### src/pkg/otp_port_pkg.sv
// Overview of operation
// [RQ1] command register writable only with test pin high
// [RQ2] start bit launches the encoded command
// [RQ3] 00 points at cell, 01 refreshes shadow
// [RQ4] 10 loads byte into chain, 11 zaps
// [RQ5] host keeps reserved bit four at zero
// [RQ6] address picks byte; data register carries data
// [RQ7] boost-off default taken from otp bit 108
package otp_port_pkg;
  localparam logic [7:0] OTP_CMD_OFFSET = 8'h09;
  localparam logic [7:0] OTP_DATA_OFFSET = 8'h0A;
  localparam int START_BIT = 7;
  localparam int RSVD_BIT = 4;
  localparam int CMD_LSB = 5;
  localparam int ADDR_LSB = 0;
  localparam logic [7:0] CMD_RESET = 8'h00;
  localparam logic [7:0] DATA_RESET = 8'h00;
  localparam int BOOST_OFF_OTP_BIT = 108;
  localparam int OTP_BYTES = 16;
  localparam int CMD_CYCLES = 1;
  typedef enum logic [1:0] {
    CMD_POINT = 2'b00,
    CMD_READ = 2'b01,
    CMD_LOAD = 2'b10,
    CMD_ZAP = 2'b11
  } otp_cmd_e;
endpackage : otp_port_pkg

### src/hw/otp_command_port.sv
`timescale 1ns/10ps
module otp_command_port #(
  parameter int ADDR_W = 4,
  parameter int DATA_W = 8
) (
  input wire logic ref_clk,
  input wire logic srst,
  input wire logic clk_en,
  input wire logic test_pin,
  input wire logic [7:0] reg_addr,
  input wire logic reg_wr,
  input wire logic [7:0] reg_wdata,
  output logic [7:0] reg_rdata,
  output logic [ADDR_W-1:0] otp_cell_addr,
  output logic [DATA_W-1:0] otp_wdata,
  output logic otp_point,
  output logic otp_read,
  output logic otp_load,
  output logic otp_zap,
  input wire logic [DATA_W-1:0] otp_rdata,
  input wire logic otp_bit_boost,
  output logic boost_off_bit,
  output logic busy
);
  import otp_port_pkg::*;

  // elaboration guard: the field slices below assume these sizes
  if (ADDR_W != 4 || DATA_W != 8 || (2 ** ADDR_W) != OTP_BYTES) begin : g_bad_width
    $error("otp_command_port supports only 4-bit address and 8-bit data");
  end

  if (CMD_CYCLES < 1 || CMD_CYCLES > 16) begin : g_bad_cycles
    $error("otp_command_port run length must be 1 to 16 cycles");
  end

  typedef enum logic [2:0] {
    ST_IDLE = 3'b001,
    ST_RUN = 3'b010,
    ST_POST = 3'b100
  } state_e;

  // test pin is asynchronous: two-stage synchroniser
  logic test_s1_q;
  logic test_s2_q;

  // command register held as separate fields
  logic start_q;
  logic start_d;
  logic [1:0] code_q;
  logic [1:0] code_d;
  logic rsvd_q;
  logic rsvd_d;
  logic [ADDR_W-1:0] addr_q;
  logic [ADDR_W-1:0] addr_d;

  logic [DATA_W-1:0] data_q;
  logic [DATA_W-1:0] data_d;
  logic [DATA_W-1:0] otp_rdata_q;
  logic boost_q;
  logic boost_load_q;
  logic [3:0] run_cnt_q;
  state_e state_q;
  state_e state_d;
  logic [3:0] op_hit;
  logic [7:0] cmd_view;

  // register decode
  wire cmd_sel = (reg_addr == OTP_CMD_OFFSET);
  wire data_sel = (reg_addr == OTP_DATA_OFFSET);
  wire idle = (state_q == ST_IDLE);
  wire run = (state_q == ST_RUN);
  wire post = (state_q == ST_POST);
  wire run_last = (run_cnt_q == 4'(CMD_CYCLES - 1));

  // command register writes during a command are dropped so the fields hold while it runs
  wire cmd_we = reg_wr && cmd_sel && test_s2_q && idle; // RQ1
  wire data_we = reg_wr && data_sel;
  wire start_req = cmd_we && reg_wdata[START_BIT]; // RQ2
  wire read_back = post && (code_q == CMD_READ); // RQ3

  // field next values
  assign start_d = cmd_we ? reg_wdata[START_BIT] : (post ? 1'b0 : start_q); // RQ2
  assign code_d = cmd_we ? reg_wdata[CMD_LSB+1:CMD_LSB] : code_q;
  // reserved bit stored as written; keeping it zero is up to the host
  assign rsvd_d = cmd_we ? reg_wdata[RSVD_BIT] : rsvd_q;
  assign addr_d = cmd_we ? reg_wdata[ADDR_LSB+ADDR_W-1:ADDR_LSB] : addr_q; // RQ6

  // a read result beats a same-cycle host write to the data register
  wire [DATA_W-1:0] host_data = data_we ? reg_wdata[DATA_W-1:0] : data_q;
  assign data_d = read_back ? otp_rdata_q : host_data; // RQ3 RQ6

  always_ff @(posedge ref_clk) begin
    if (srst) begin
      test_s1_q <= 1'b0;
      test_s2_q <= 1'b0;
    end else if (clk_en) begin
      test_s1_q <= test_pin;
      test_s2_q <= test_s1_q;
    end
  end

  always_comb begin
    state_d = state_q;
    case (state_q)
      ST_IDLE: begin
        if (start_req) begin
          state_d = ST_RUN;
        end
      end
      ST_RUN: begin
        if (run_last) begin
          state_d = ST_POST;
        end
      end
      ST_POST: begin
        state_d = ST_IDLE;
      end
      default: begin
        state_d = ST_IDLE;
      end
    endcase
  end

  always_ff @(posedge ref_clk) begin
    if (srst) begin
      state_q <= ST_IDLE;
    end else if (clk_en) begin
      state_q <= state_d;
    end
  end

  // run phase length comes from the package, one cycle as built
  always_ff @(posedge ref_clk) begin
    if (srst) begin
      run_cnt_q <= 4'h0;
    end else if (clk_en) begin
      run_cnt_q <= run ? run_cnt_q + 4'h1 : 4'h0;
    end
  end

  // start bit self-clears when the command finishes, so software can poll it
  always_ff @(posedge ref_clk) begin
    if (srst) begin
      start_q <= CMD_RESET[START_BIT];
    end else if (clk_en) begin
      start_q <= start_d;
    end
  end

  always_ff @(posedge ref_clk) begin
    if (srst) begin
      code_q <= CMD_RESET[CMD_LSB+1:CMD_LSB];
    end else if (clk_en) begin
      code_q <= code_d;
    end
  end

  always_ff @(posedge ref_clk) begin
    if (srst) begin
      rsvd_q <= CMD_RESET[RSVD_BIT];
    end else if (clk_en) begin
      rsvd_q <= rsvd_d;
    end
  end

  always_ff @(posedge ref_clk) begin
    if (srst) begin
      addr_q <= CMD_RESET[ADDR_LSB+ADDR_W-1:ADDR_LSB];
    end else if (clk_en) begin
      addr_q <= addr_d;
    end
  end

  always_ff @(posedge ref_clk) begin
    if (srst) begin
      data_q <= DATA_RESET[DATA_W-1:0];
    end else if (clk_en) begin
      data_q <= data_d;
    end
  end

  // array byte sampled in the run cycle, written back one cycle later
  always_ff @(posedge ref_clk) begin
    if (srst) begin
      otp_rdata_q <= '0;
    end else if (clk_en && run) begin
      otp_rdata_q <= otp_rdata;
    end
  end

  // default caught after reset release, not under reset
  always_ff @(posedge ref_clk) begin
    if (srst) begin
      boost_q <= 1'b0;
      boost_load_q <= 1'b1;
    end else if (clk_en && boost_load_q) begin
      boost_q <= otp_bit_boost; // RQ7
      boost_load_q <= 1'b0;
    end
  end

  // one decode slice per command code
  for (genvar i = 0; i < 4; i++) begin : g_op
    assign op_hit[i] = run && (code_q == 2'(i)); // RQ3 RQ4
  end

  // pulses last the run phase only
  assign otp_point = op_hit[CMD_POINT]; // RQ3
  assign otp_read = op_hit[CMD_READ]; // RQ3
  assign otp_load = op_hit[CMD_LOAD]; // RQ4
  assign otp_zap = op_hit[CMD_ZAP]; // RQ4

  assign otp_cell_addr = addr_q; // RQ6
  assign otp_wdata = data_q; // RQ4 RQ6
  assign boost_off_bit = boost_q; // RQ7
  // busy covers run plus the write-back cycle
  assign busy = !idle;

  // read-back view rebuilt from the fields in their register positions
  assign cmd_view = {start_q, code_q, rsvd_q, addr_q};
  assign reg_rdata = cmd_sel ? cmd_view : (data_sel ? data_q : 8'h00);
endmodule : otp_command_port

### config.mk
export PLATFORM = sky130hd
export DESIGN_NAME = otp_command_port
export DESIGN_NICKNAME = d
export VERILOG_FILES = /design/src/pkg/otp_port_pkg.sv /design/src/hw/otp_command_port.sv
export SDC_FILE = /design/constraint.sdc
export NUM_CORES = 1
export LEC_CHECK = 0
export BUFFER_PORTS_ARGS = -buffer_cell sky130_fd_sc_hd__buf_2
export CORE_ASPECT_RATIO = 0.7
export CORE_MARGIN = 2
export CORE_UTILIZATION = 54
export DETAILED_ROUTE_END_ITERATION = 8
export GPL_TIMING_DRIVEN = 0
export PLACE_DENSITY_LB_ADDON = 0.3
export SLEW_MARGIN = 5
export SYNTH_ARGS = -nofsm -noshare
export SYNTH_HDL_FRONTEND = slang
export SYNTH_SLANG_ARGS = --single-unit
### constraint.sdc
create_clock -name ref_clk -period 4 [get_ports ref_clk]
set_input_delay 0 -clock ref_clk [delete_from_list [all_inputs] [get_ports ref_clk]]
set_output_delay 0 -clock ref_clk [all_outputs]
set_load 0.02 [all_outputs]
==> flow_metrics.tcl <==
set metrics [dict create \
    fillers 241 \
    antenna_cells 0 \
    cp.arrival_ps 2310 \
    core_um2 3170 \
    max_freq_mhz 463 \
    synth-async-reset-ratio_pct 0 \
    period_needed_ps 2160 \
    setup-tns-final_ps 0 \
    yosys.cell_types.count 34 \
    hold_class "primary input to flip-flop" \
    final_area_um2 2390 \
    detail_route.wl_per_cell_um 15.3 \
    antenna_found_initial 0 \
    syn_inst 192 \
    avgSynthCellArea_um2 9.35 \
    ctsRootBufferMaster "clkbuf_8" \
    yosysMostFrequentCell "dfxtp_1" \
    maxSlewViolCount 0 \
    vias_per_cell 5.56 \
    ys_seq_elements 35 \
    dpl.cell_count 284 \
    die_h_um 52.2 \
    drt-initial-drc-count 74 \
    synth_compound_area_share_pct 20.1 \
    cp_max_fo 9 \
    grt_pass1_vias 1582 \
    ant_nets 0 \
    postPlaceCellArea_um2 2110 \
    utilization_pct 75.5 \
    rows 17 \
    setup_viol 0 \
    cts_resized 0 \
    finalNetCount 303 \
    worstSetupStartpointType "flip-flop" \
    drc_errors 0 \
    maxCapViolCount 0 \
    drive_gt1_share_pct 28.7 \
    synth-edff-count 0 \
    vias 1725 \
    numCtsBuffers 5 \
    post-route-period-util_pct 54.0 \
    clock_skew_ps 3.87 \
    worst_slack_ps 1840 \
    postCtsSetupBuffers 0 \
    postCtsHoldBufs 18 \
    netlist.area_leader.share_pct 39.0 \
    yosysWarnings 0 \
    netlist.top_cell.by_area "dfxtp_1" \
    port_buffers 54 \
    clkTransAtPathRegs_ps 70 \
    grt_pass1_wl_mm 7.41 \
    ioPinCount 56 \
    rsz0062_at_grt "no" \
    tightest_slew_ps 847 \
    insertion_delay_ps 280 \
    cp.required_ps 4150 \
    cts_htree_levels 2 \
    ys_top_cells_by_area "dfxtp_1 (39%), mux2i_1 (10%), a211oi_2 (5.6%), nor2_1 (4.6%), and4b_1 (4.5%)" \
    cts_tree "built" \
    synth_top_family_by_area "simple AND/OR/NAND/NOR gates" \
    holdPathStages 2 \
    first_pass_iters 4 \
    worst_ir_drop_vdd_v 0.000202 \
    dp_hpwl_mm 3.25 \
    cts_sinks 35 \
    synthFlopType "dfxtp_1" \
    synthMuxAreaShare_pct 10.0 \
    synth_fa_ha_area_share_pct 1.39 \
    syn_nets 224 \
    hold_violations 0 \
    dieArea_um2 3810 \
    die_x_um 72.9 \
    gp_congestion 0.853 \
    path_class "flip-flop to flip-flop" \
    gr-total-overflow 0 \
    grt_max_degree 11 \
    r2r_cells 5 \
    p_per_area_nw_per_um2 287 \
    areaGrowthSynthToFinish_pct 33.3 \
    place_ws_ps 1900 \
    regArea_um2 701 \
    synthTopCellsByCount "dfxtp_1 (35), nor2_1 (22), mux2i_1 (18)" \
    synth_xor_xnor_area_share_pct 0.976 \
    status "finished, final reports clean" \
    cp-end-kind "flip-flop" \
    leakage_uw 0.00101 \
    final_cells 310 \
    floorplan.initialDensity_pct 56.7 \
    multi_input_area_um2 1020 \
    drt_wl_total_mm 4.75 \
    synth-simple-area-share_pct 24.0 \
    yosysSeqAreaShare_pct 39.0 \
    clock_path_buffers 2 \
    grt.total_usage_pct 25.8 \
    slew_headroom_pct 43.4 \
    syn-cell-area_um2 1800 \
]
[layout by cell type, fill, tap and decap left out, drive strengths merged, types with 2 or more instances in the layout]
| cell | instances |
|---|---|
| nor3b | 4 |
| ha | 2 |
| nor2 | 22 |
| or2b | 2 |
| nand4 | 3 |
| xor2 | 2 |
| buf | 56 |
| clkbuf | 17 |
| a21oi | 14 |
| a211oi | 8 |
| inv | 6 |
| dfxtp | 35 |
| and2 | 2 |
| nor4 | 2 |
| o21a | 8 |
| nand3 | 3 |
| nor2b | 2 |
| nor3 | 4 |
| and4b | 8 |
| nand2 | 9 |
| a22o | 8 |
| mux2i | 18 |
| or4 | 2 |
| o21ai | 10 |
| dlygate4sd3 | 18 |
[state kept, by name, indices dropped and copies added, names as in the netlist]
register	cells
boost_load_q	1
boost_off_bit	1
code_q	2
otp_cell_addr	4
otp_rdata_q	8
otp_wdata	8
rsvd_q	1
run_cnt_q	4
start_q	1
state_q	3
test_s1_q	1
test_s2_q	1
[worst paths after layout]
kind	startpoint	end	slack [ps]
min reg2reg	boost_off_bit$_SDFFE_PP0P_	boost_off_bit$_SDFFE_PP0P_	470
max reg2reg	state_q[0]$_SDFFE_PP1P_	code_q[0]$_SDFFE_PP0P_	1840
max	state_q[0]$_SDFFE_PP1P_	code_q[0]$_SDFFE_PP0P_	1840
min	srst	start_q$_SDFFE_PP0P_	50
[metal layers]
layer | track usage [%] | vias up | part of all wire, %
met5 | 0 | - | 0
met4 | 6.48 | 0 | 0.59
met3 | 5.19 | 4 | 5.4
met2 | 40.8 | 62 | 45
met1 | 36.2 | 799 | 49
li1 | - | 860 | -
[per-stage QoR]
stage                     hold WS, ps  power, uW
after floorplan                   124        380
after global placement            226        402
after detailed placement          231        403
after CTS                        57.7        689
after global routing              107        710
final                            54.4        687
[area by class of cell]
type,instances,share of cell area [%]
multi-input combinational,140,42.4
sequential,35,29.3
timing repair buffer,72,18.8
clock buffer,8,4.18
buffer,11,2.35
tap,38,1.99
inverter,6,0.941
[critical path: stages (launching register included)]
cell	delay, ps
dfxtp_1	390
nor3b_1	380
inv_1	210
nor4_4	710
mux2i_1	290
nor2_1	60
[power breakdown]
part | internal, uW | switching [uW]
Sequential | 351 | 1.42
Combinational | 29.4 | 28.2
Clock | 157 | 120
[logic make-up after synthesis]
family	count (synthesis)
muxes	18
xor gates and xnor gates	2
adders and majority gates	2
buffers and inverters	17
DFF	35
AOI/OAI and AO/OA	49
and+or+nand+nor	69
Power figures use the tool's default switching activity.
